==> src/shared/ear_pkg.sv <==
package ear_pkg;

    ////////////////////////////////////////////////////////////////////////
    // timing
    localparam int CLK_FREQ_HZ     = 10_000_000;
    // ranging tick period, middle of the 0.3 .. 0.4 s band
    localparam int TICK_PERIOD_MS  = 350;
    localparam int TICK_CYCLES     = TICK_PERIOD_MS * (CLK_FREQ_HZ / 1000);

    ////////////////////////////////////////////////////////////////////////
    // range counter: code 0 is the 1e-8 decade, code 4 the 1e-4 decade
    localparam int       RANGE_W   = 3;
    localparam logic [2:0] RANGE_MIN = 3'h0;
    localparam logic [2:0] RANGE_MAX = 3'h4;
    localparam logic [2:0] RANGE_RST = 3'h0;

    // comparator thresholds, per mille of full scale (full scale = 10.0)
    localparam int OVER_PERMILLE   = 1170;
    localparam int UNDER_PERMILLE  = 95;
    localparam int FULL_SCALE_X10  = 100;

    ////////////////////////////////////////////////////////////////////////
    // synchroniser bit positions
    localparam int SYN_W   = 6;
    localparam int SYN_FIL = 0;
    localparam int SYN_AUT = 1;
    localparam int SYN_OVR = 2;
    localparam int SYN_UND = 3;
    localparam int SYN_MUP = 4;
    localparam int SYN_MDN = 5;

    ////////////////////////////////////////////////////////////////////////
    // register port
    localparam int         ADDR_W     = 4;
    localparam int         DATA_W     = 8;
    localparam logic [3:0] REG_STATUS = 4'h0;
    localparam logic [3:0] REG_CTRL   = 4'h4;
    localparam logic [3:0] REG_STEP   = 4'h8;

    localparam int ST_RANGE_LSB = 0;
    localparam int ST_VALID_BIT = 3;
    localparam int ST_FIL_BIT   = 4;
    localparam int ST_AUTO_BIT  = 5;
    localparam int ST_HOLD_BIT  = 6;
    localparam int CTRL_HOLD_BIT = 0;
    localparam int STEP_UP_BIT   = 0;
    localparam int STEP_DN_BIT   = 1;
    localparam logic CTRL_HOLD_RST = 1'b0;

    ////////////////////////////////////////////////////////////////////////
    // switch decode: {divide_by_ten, switch_c, switch_b, switch_a}
    localparam logic [3:0] DEC_R0   = 4'h1;
    localparam logic [3:0] DEC_R1   = 4'h9;
    localparam logic [3:0] DEC_R2   = 4'h2;
    localparam logic [3:0] DEC_R3   = 4'hA;
    localparam logic [3:0] DEC_R4   = 4'h4;
    localparam logic [3:0] DEC_NONE = 4'h0;

    function automatic logic [3:0] ear_decode(input logic [2:0] r);
        logic [3:0] d;
        unique case (r)
            3'h0:    d = DEC_R0;
            3'h1:    d = DEC_R1;
            3'h2:    d = DEC_R2;
            3'h3:    d = DEC_R3;
            3'h4:    d = DEC_R4;
            default: d = DEC_NONE;
        endcase
        return d;
    endfunction : ear_decode

endpackage : ear_pkg

==> src/hdl/ear_autorange.sv <==
// Functional notes
// - comparator flags are only acted on while filament and autorange are on
// - above 117% step less sensitive, below 9.5% step more sensitive
// - at most one range step per ranging tick of about 0.35 s
// - decode counter state into switch and converter controls
// - decoded range drives three separate decade select switches
// - counter saturates between the 1e-8 and 1e-4 decades
// - reset forces the counter to its initial state before ranging
// - with autorange off, only manual up or down requests change range
// - pressure output flagged invalid when filament or autorange is off
`timescale 1ns/1ns
module ear_autorange #(
    parameter int unsigned TICK_CYCLES = ear_pkg::TICK_CYCLES
) (
    input  wire logic                       core_clk,
    input  wire logic                       sys_rst,
    input  wire logic                       filament_on,
    input  wire logic                       autorange_on,
    input  wire logic                       over_range_comparator,
    input  wire logic                       under_range_comparator,
    input  wire logic                       manual_range_up,
    input  wire logic                       manual_range_down,
    input  wire logic [ear_pkg::ADDR_W-1:0] reg_addr,
    input  wire logic [ear_pkg::DATA_W-1:0] reg_wdata,
    input  wire logic                       reg_wr,
    input  wire logic                       reg_rd,
    output logic      [ear_pkg::DATA_W-1:0] reg_rdata,
    output logic                            decade_switch_a,
    output logic                            decade_switch_b,
    output logic                            decade_switch_c,
    output logic                            divide_by_ten,
    output logic      [ear_pkg::RANGE_W-1:0] conv_decade,
    output logic                            pressure_valid,
    output logic                            pressure_force_low
);
    import ear_pkg::*;

    generate
        if (TICK_CYCLES < 2) begin : g_bad_tick
            $error("TICK_CYCLES must be at least two");
        end
    endgenerate

    ////////////////////////////////////////////////////////////////////////
    // pin synchronisers
    logic [SYN_W-1:0] sync1_ff;
    logic [SYN_W-1:0] sync2_ff;
    logic [1:0]       man_prev_ff;
    logic [SYN_W-1:0] nxt_sync1;
    logic [SYN_W-1:0] nxt_sync2;
    logic [1:0]       nxt_man_prev;

    always_comb begin
        nxt_sync1[SYN_FIL] = filament_on;
        nxt_sync1[SYN_AUT] = autorange_on;
        nxt_sync1[SYN_OVR] = over_range_comparator;
        nxt_sync1[SYN_UND] = under_range_comparator;
        nxt_sync1[SYN_MUP] = manual_range_up;
        nxt_sync1[SYN_MDN] = manual_range_down;
        nxt_sync2          = sync1_ff;
        nxt_man_prev       = {sync2_ff[SYN_MDN], sync2_ff[SYN_MUP]};
    end

    always_ff @(posedge core_clk) begin
        if (sys_rst) begin
            sync1_ff    <= '0;
            sync2_ff    <= '0;
            man_prev_ff <= '0;
        end else begin
            sync1_ff    <= nxt_sync1;
            sync2_ff    <= nxt_sync2;
            man_prev_ff <= nxt_man_prev;
        end
    end

    logic fil_s;
    logic auto_s;
    logic over_s;
    logic under_s;
    logic auto_en;
    logic man_up_edge;
    logic man_dn_edge;

    assign fil_s       = sync2_ff[SYN_FIL];
    assign auto_s      = sync2_ff[SYN_AUT];
    assign over_s      = sync2_ff[SYN_OVR];
    assign under_s     = sync2_ff[SYN_UND];
    assign auto_en     = fil_s & auto_s;
    assign man_up_edge = sync2_ff[SYN_MUP] & ~man_prev_ff[0];
    assign man_dn_edge = sync2_ff[SYN_MDN] & ~man_prev_ff[1];

    ////////////////////////////////////////////////////////////////////////
    // ranging clock
    logic tick;

    ear_tick_gen #(
        .PERIOD (TICK_CYCLES)
    ) u_ranging_tick_osc (
        .core_clk (core_clk),
        .sys_rst  (sys_rst),
        .tick_o   (tick)
    );

    ////////////////////////////////////////////////////////////////////////
    // register port
    logic              hold_ff;
    logic [DATA_W-1:0] rdata_ff;
    logic              nxt_hold;
    logic [DATA_W-1:0] nxt_rdata;
    logic              sw_up;
    logic              sw_dn;
    logic [2:0]        range_updown_counter_ff;

    assign sw_up = reg_wr && (reg_addr == REG_STEP) && reg_wdata[STEP_UP_BIT];
    assign sw_dn = reg_wr && (reg_addr == REG_STEP) && reg_wdata[STEP_DN_BIT];

    always_comb begin
        nxt_hold  = hold_ff;
        nxt_rdata = '0;
        if (reg_wr && reg_addr == REG_CTRL) begin
            nxt_hold = reg_wdata[CTRL_HOLD_BIT];
        end
        if (reg_rd) begin
            unique case (reg_addr)
                REG_STATUS: begin
                    nxt_rdata[ST_RANGE_LSB +: RANGE_W] =
                        range_updown_counter_ff;
                    nxt_rdata[ST_VALID_BIT] = pressure_valid;
                    nxt_rdata[ST_FIL_BIT]   = fil_s;
                    nxt_rdata[ST_AUTO_BIT]  = auto_s;
                    nxt_rdata[ST_HOLD_BIT]  = hold_ff;
                end
                REG_CTRL: nxt_rdata[CTRL_HOLD_BIT] = hold_ff;
                default:  nxt_rdata = '0;
            endcase
        end
    end

    always_ff @(posedge core_clk) begin
        if (sys_rst) begin
            hold_ff  <= CTRL_HOLD_RST;
            rdata_ff <= '0;
        end else begin
            hold_ff  <= nxt_hold;
            rdata_ff <= nxt_rdata;
        end
    end

    assign reg_rdata = rdata_ff;

    ////////////////////////////////////////////////////////////////////////
    // manual requests wait for the next tick so the pacing stays uniform
    logic pend_up_ff;
    logic pend_dn_ff;
    logic nxt_pend_up;
    logic nxt_pend_dn;

    always_comb begin
        nxt_pend_up = pend_up_ff;
        nxt_pend_dn = pend_dn_ff;
        if (tick) begin
            nxt_pend_up = 1'b0;
            nxt_pend_dn = 1'b0;
        end
        // a request arriving on the consuming tick is kept, not lost
        if (man_up_edge || sw_up) begin
            nxt_pend_up = 1'b1;
        end
        if (man_dn_edge || sw_dn) begin
            nxt_pend_dn = 1'b1;
        end
    end

    always_ff @(posedge core_clk) begin
        if (sys_rst) begin
            pend_up_ff <= 1'b0;
            pend_dn_ff <= 1'b0;
        end else begin
            pend_up_ff <= nxt_pend_up;
            pend_dn_ff <= nxt_pend_dn;
        end
    end

    ////////////////////////////////////////////////////////////////////////
    // range counter
    logic       step_up;
    logic       step_dn;
    logic [2:0] nxt_range;

    always_comb begin
        step_up = 1'b0;
        step_dn = 1'b0;
        if (tick) begin
            if (auto_en && !hold_ff) begin
                // over wins if both flags glitch high together
                step_up = over_s;
                step_dn = under_s && !over_s;
            end else if (!auto_s) begin
                step_up = pend_up_ff;
                step_dn = pend_dn_ff && !pend_up_ff;
            end
        end
        nxt_range = range_updown_counter_ff;
        if (step_up && range_updown_counter_ff < RANGE_MAX) begin
            nxt_range = range_updown_counter_ff + 3'h1;
        end else if (step_dn
                     && range_updown_counter_ff > RANGE_MIN) begin
            nxt_range = range_updown_counter_ff - 3'h1;
        end
    end

    always_ff @(posedge core_clk) begin
        if (sys_rst) begin
            range_updown_counter_ff <= RANGE_RST;
        end else begin
            range_updown_counter_ff <= nxt_range;
        end
    end

    ////////////////////////////////////////////////////////////////////////
    // decoded outputs, registered one cycle behind the counter
    logic [3:0] dec_ff;
    logic [2:0] conv_ff;
    logic       valid_ff;
    logic       force_ff;
    logic [3:0] nxt_dec;
    logic [2:0] nxt_conv;
    logic       nxt_valid;
    logic       nxt_force;

    always_comb begin
        nxt_dec   = ear_decode(range_updown_counter_ff);
        nxt_conv  = range_updown_counter_ff;
        nxt_valid = auto_en;
        nxt_force = !auto_en;
    end

    always_ff @(posedge core_clk) begin
        if (sys_rst) begin
            dec_ff   <= DEC_R0;
            conv_ff  <= RANGE_RST;
            valid_ff <= 1'b0;
            force_ff <= 1'b1;
        end else begin
            dec_ff   <= nxt_dec;
            conv_ff  <= nxt_conv;
            valid_ff <= nxt_valid;
            force_ff <= nxt_force;
        end
    end

    assign decade_switch_a    = dec_ff[0];
    assign decade_switch_b    = dec_ff[1];
    assign decade_switch_c    = dec_ff[2];
    assign divide_by_ten      = dec_ff[3];
    assign conv_decade        = conv_ff;
    assign pressure_valid     = valid_ff;
    assign pressure_force_low = force_ff;
endmodule : ear_autorange

==> src/hdl/ear_tick_gen.sv <==
`timescale 1ns/1ns
module ear_tick_gen #(
    parameter int unsigned PERIOD = ear_pkg::TICK_CYCLES
) (
    input  wire logic core_clk,
    input  wire logic sys_rst,
    output logic      tick_o
);
    import ear_pkg::*;

    localparam int CNT_W = (PERIOD > 2) ? $clog2(PERIOD) : 1;
    localparam logic [CNT_W-1:0] LAST = CNT_W'(PERIOD - 1);

    generate
        if (PERIOD < 2) begin : g_bad_period
            $error("tick period must be at least two cycles");
        end
    endgenerate

    logic [CNT_W-1:0] cnt_ff;
    logic [CNT_W-1:0] nxt_cnt;
    logic             tick_ff;
    logic             nxt_tick;

    // free-running divider, one pulse per period
    always_comb begin
        nxt_tick = 1'b0;
        nxt_cnt  = cnt_ff + CNT_W'(1);
        if (cnt_ff == LAST) begin
            nxt_cnt  = '0;
            nxt_tick = 1'b1;
        end
    end

    always_ff @(posedge core_clk) begin
        if (sys_rst) begin
            cnt_ff  <= '0;
            tick_ff <= 1'b0;
        end else begin
            cnt_ff  <= nxt_cnt;
            tick_ff <= nxt_tick;
        end
    end

    assign tick_o = tick_ff;

endmodule : ear_tick_gen

==> config.mk <==
export PLATFORM = sky130hd
export DESIGN_NAME = ear_autorange
export DESIGN_NICKNAME = d
export VERILOG_FILES = /design/src/shared/ear_pkg.sv /design/src/hdl/ear_autorange.sv /design/src/hdl/ear_tick_gen.sv
export SDC_FILE = /design/constraint.sdc
export NUM_CORES = 1
export LEC_CHECK = 0
export ABC_AREA = 1
export BUFFER_PORTS_ARGS = -buffer_cell sky130_fd_sc_hd__buf_2
export CAP_MARGIN = 10
export CORE_MARGIN = 2
export CORE_UTILIZATION = 56
export DETAILED_ROUTE_END_ITERATION = 16
export PLACE_DENSITY = 0.77
export SYNTH_ARGS = -nofsm -noshare
export SYNTH_HDL_FRONTEND = slang
export SYNTH_SLANG_ARGS = --single-unit
==> constraint.sdc <==
create_clock -name core_clk -period 1.86 [get_ports core_clk]
set_clock_uncertainty 0.1 [all_clocks]
set_input_delay 0.279 -clock core_clk [delete_from_list [all_inputs] [get_ports core_clk]]
set_output_delay 0.279 -clock core_clk [all_outputs]
set_load 0.1 [all_outputs]
## Word level (Yosys, flattened, before mapping)

Cells that the tools add are included.

| storage, ports and cells | value |
|---|---|
| flip-flop bits (word level) | 60 |
| logic and storage cells | 72 |

| cells by class | value |
|---|---|
| $add $sub $neg | 3 |
| order comparisons | 2 |
| eq/ne operators | 7 |
| mux-type cells | 14 |
| bitwise gates (word level) | 7 |
| reductions and logical operators | 23 |

Operators by type and width:

| cell | number |
|---|---|
| 22-bit by 1-bit adder with 22-bit output, second input constant | 1 |
| 22-bit == test, second input constant | 1 |
| 4-bit one-hot mux with 5 select lines | 1 |
| 1-bit two-way mux | 10 |
| 1-bit logical AND | 9 |
| 3-bit by 2-bit == test with 1-bit output, second input constant | 2 |
| 3-bit two-way mux | 2 |
| 2-bit nonzero test | 3 |
| 4-bit by 3-bit == test with 1-bit output, second input constant | 1 |
| 4-bit == test, second input constant | 1 |
| 1-bit logical NOT | 4 |
| 4-bit logical NOT | 1 |
| 1-bit NOT | 4 |
| 2-bit OR reduction | 2 |
| 3-bit by 1-bit adder with 3-bit output, second input constant | 1 |
| 1-bit bitwise AND | 3 |
| 3-bit by 1-bit == test with 1-bit output, second input constant | 1 |
| 3-bit == test, second input constant | 1 |
| 3-bit by 1-bit greater-than comparator with 1-bit output, second input constant | 1 |
| 3-bit logical NOT | 1 |
| 3-bit < comparator, second input constant | 1 |
| 3-bit OR reduction | 1 |
| 3-bit by 1-bit subtractor with 3-bit output, second input constant | 1 |
| 1-bit logical OR | 2 |
| 1-bit one-hot mux with 2 select lines | 1 |

## Depth between registers and ports, before layout

| logic depth | value |
|---|---|
| depth in word-level cells | 8 |
| mapped depth | 9 |
| depth with buffers taken out | 9 |

## Hierarchy

Synthesis repeated with hierarchy kept, for this count alone.

| second synthesis, totals | value |
|---|---|
| cell total of the unflattened synthesis | 315 |
| area total of the unflattened synthesis | 2482.4 µm² |

Modules (own cells, without submodules):

| module | instances | cells an instance | area each (µm²) |
|---|---|---|---|
| ear_autorange | 1 | 154 | 1336.3 |
| ear_tick_gen | 1 | 161 | 1146.1 |

## Least setup slack after synthesis

No wires, ideal clock.

| path | value |
|---|---|
| path type | reg-to-reg |
| start | register u_ranging_tick_osc.cnt_ff[0] |
| end | register u_ranging_tick_osc.cnt_ff[14] |
| setup time | 122 ps |
| arrival | 1215 ps |
| slack | 423 ps |
| stages on the path, launching flop included | 10 |
| path buffers | 1 |
| clock period less this slack | 1437 ps |
| path through | dfxtp_1 ha_1 nand2_1 inv_2 nand2_2 nor2_2 nand3_2 nand2_4 buf_6 a21oi_1 |

| between the ends | value |
|---|---|
| longest elaborated chain between the ends | 2 |
| elaborated cells on any way between the ends | 3 |
| classes of those cells | 1 x add/sub; 1 x eq/ne; 1 x reduce/logical |

Ends and longest elaborated chain:

| element | RTL line | source |
|---|---|---|
| start: declaration | ear_tick_gen.sv:20 | `logic [CNT_W-1:0] cnt_ff;` |
| start signal: assignment | ear_tick_gen.sv:40 | `cnt_ff <= nxt_cnt;` |
| parallel branches: the longest is 2 deep, another holds 22-bit by 1-bit adder with 22-bit output | - |  |

Parallel ways; which one is timed is not known.
A chain may end at the register's enable or synchronous reset.

## Worst setup path in the final report

| path | value |
|---|---|
| start | register u_ranging_tick_osc.cnt_ff[0] |
| end | register u_ranging_tick_osc.cnt_ff[2] |

The elaborated chain is that of the path after synthesis.

==> metrics <==
setup violators final=0; CTS buffer count=9; mean post-synth cell area=7.63 um^2; highest metal used=met4; #FFs+latches synth=59; CTS Buffer Depth=2; ANT nets after route=0; ys flop type=dfxtp_1; Detailed Place HPWL=3.25 mm; gr ovfl total=0; run status=finished, final reports clean; total global routing track utilization=19.4%; met2 WL post-DR=2.13 mm; initial antenna violation count=0; period utilization=86.7%; post-CTS setup buffer count=0; H-Tree Depth=3; critical path fanouts, max=22; reg2reg path depth=8; ratio of cells with drive above 1 in the final layout=18.4%; clk root buf=clkbuf_8; drt total wl=4.59 mm; CP required=1970 ps; min Tclk post-route=1610 ps; PortBufs=31; WL/cell=10.7 um; Post-Synth Simple-Gate Area=32.9%; min-delay src=manual_range_down; First DRT Iteration DRCs=131; Layout area overhead=15.6%; TritonRoute pass-1 iters=4; XOR/XNOR share of the synthesized area=3.10%; Final nets=399; post-route setup slack=246 ps; dominant cell type by area after synthesis=dfxtp_1; die area=0.00510 mm^2; syn nets=362; post-synth top area share=46.5%; post-synthesis mux area share=0%; post-synthesis cell count=333; hold-critical path endpoint=nxt_sync2[5]; CP Launch Type=register; complex-gate fraction of the synthesized area=4.38%; core area=0.00435 mm^2; Syn Std Cell Area=0.00254 mm^2; first-pass GRT wire length=7.68 mm; DP Worst Slack=262 ps; Slew Limit Fails=0; Hold Buf Count CTS=0; Synth area leaders=dfxtp_1, nor2_1, nand2_1, inv_1, ha_1; sequential area share after synthesis=46.5%; YS warnings=0; initial core utilization=58.4%; total number of vias=2054; die height=71.4 um; flop-to-flop setup slack=250 ps; Fmax=620 MHz; met3 wire len=184 um; I/O pin total=39; worst r2r src=u_ranging_tick_osc.cnt_ff[0]; die width=71.4 um; RSZ-0062 raised after global routing=no; crit path DAT=1730 ps; Util after Layout=67.5%; row count=24; post-CTS sizing=0; critical path endpoint category=register; Ant. Diodes=0; largest family of logic cells by synthesized area=simple AND/OR/NAND/NOR gates; Hold Violations, Final=0; vias per cell=4.81; clk slew on worst S/H paths=70 ps; clk sinks=59; WL met1=2.12 mm; worst hold stages=3; maxcap violations=0; Routability Congestion=0.864; CTS tree=done; Yosys cell types=35; Critical R2R Capture=u_ranging_tick_osc.cnt_ff[2]; Pleak=1.31 nW; drt drc=0; HP Class=primary input to register; post-synthesis adder-cell area fraction=3.44%; setup_tns=0 ps; VDD IR-drop max=0.551 mV; pwr dens=892 mW/mm^2; tightest hold margin=39.3 ps; EDFF count, synth=0; largest net degree at the start of global routing=25; critical setup path kind=register to register; vias in the first global route=1888; clk_lat worst skew=340 ps; Async SR Flop Fraction=0%
[Yosys cell counts (2+ instances only)]
cell      count
nand2_2       2
nand2_4       3
inv_1        53
a21oi_2       2
o21ai_0       4
nor2_4        2
xnor2_1       3
buf_6         2
dfxtp_1      59
nand4_1       5
o22ai_1       2
nor2_1       67
nand3_2       3
nor3_1        4
nor2_2        4
nand3_1      15
nand2_1      62
nor3_2        2
ha_1          7
clkbuf_1      3
xor2_1        6
a21oi_1      10
[critical path, cell delays in order (launching register included)]
cell	delay, ps
dfxtp_1	370
ha_1	180
nand2_1	70
inv_2	100
nand2_2	90
nor2_2	120
nand3_2	110
nand2_4	250
nor3_1	90
[kinds of logic after synthesis]
| group | after synthesis |
|---|---|
| compound gates | 20 |
| xor+xnor | 9 |
| simple gates | 177 |
| flops | 59 |
| buf+inv | 60 |
| other cells | 1 |
| fa+ha+maj | 7 |
[how the worst max path moves through the flow]
stage | from | end | slack (ps) | cells past startpoint
final | u_ranging_tick_osc.cnt_ff[0] | u_ranging_tick_osc.cnt_ff[2] | 250 | 8
after global routing | u_ranging_tick_osc.cnt_ff[0] | u_ranging_tick_osc.cnt_ff[12] | 110 | 8
after CTS | u_ranging_tick_osc.cnt_ff[0] | u_ranging_tick_osc.cnt_ff[2] | 230 | 8
after detailed placement | u_ranging_tick_osc.cnt_ff[0] | u_ranging_tick_osc.cnt_ff[2] | 260 | 8
after global placement | u_ranging_tick_osc.cnt_ff[0] | u_ranging_tick_osc.cnt_ff[19] | 280 | 8
after floorplan | u_ranging_tick_osc.cnt_ff[0] | u_ranging_tick_osc.cnt_ff[14] | 420 | 9
[flip-flops by register name, summed over array words and instances, names as in the netlist]
| register | cells |
|---|---|
| u_ranging_tick_osc.cnt_ff | 22 |
| reg_rdata | 7 |
| nxt_conv | 3 |
| u_ranging_tick_osc.tick_o | 1 |
| man_prev_ff | 2 |
| sync2_ff | 6 |
| conv_decade | 3 |
| pend_dn_ff | 1 |
| dec_ff | 4 |
| pressure_force_low | 1 |
| pressure_valid | 1 |
| hold_ff | 1 |
| nxt_sync2 | 6 |
| pend_up_ff | 1 |
[cell type report]
| cell class | instances | area (um^2) |
|---|---|---|
| Clock buffer | 11 | 131 |
| Timing Repair Buffer | 32 | 163 |
| Fill cell | 375 | 1420 |
| Inverter | 54 | 203 |
| Clock inverter | 5 | 77.6 |
| Tap cell | 52 | 65.1 |
| Sequential cell | 59 | 1180 |
| Multi-Input combinational cell | 214 | 1120 |
[per-layer routing]
| layer | global-route usage (%) | vias up |
|---|---|---|
| met5 | 0 | - |
| met4 | 12.6 | 0 |
| met3 | 5.49 | 15 |
| met2 | 30.7 | 45 |
| met1 | 23.2 | 905 |
| li1 | - | 1089 |
[layout by cell type (no fill, tap or decap), types with 3 or more instances in the layout]
cell / instances
xnor2_1: 3
nand3_1: 15
xor2_1: 6
nand2_4: 3
nor2_1: 67
ha_1: 7
nand3_2: 3
clkbuf_8: 9
a21oi_1: 10
o21ai_0: 4
nand2_1: 62
dfxtp_1: 59
nor2_2: 4
nor3_1: 4
nand4_1: 5
inv_1: 53
buf_2: 31
[where the power goes]
part / switching, mW / leakage [nW] / total, mW / internal, mW
clock network: 0.481 / 0.103 / 1.23 / 0.750
registers: 0.0109 / 0.479 / 1.30 / 1.29
logic: 0.0612 / 0.729 / 0.0923 / 0.0311
total: 0.553 / 1.31 / 2.62 / 2.07
[per-stage QoR]
stage	cells	area, um^2	total power [mW]
6_report	427	2940	2.62
5_1_grt	427	2940	2.70
4_1_cts	427	2940	2.65
3_5_place_dp	411	2730	1.42
3_3_place_gp	411	2730	1.41
2_1_floorplan	333	2540	1.39
Power figures use the tool's default switching activity.
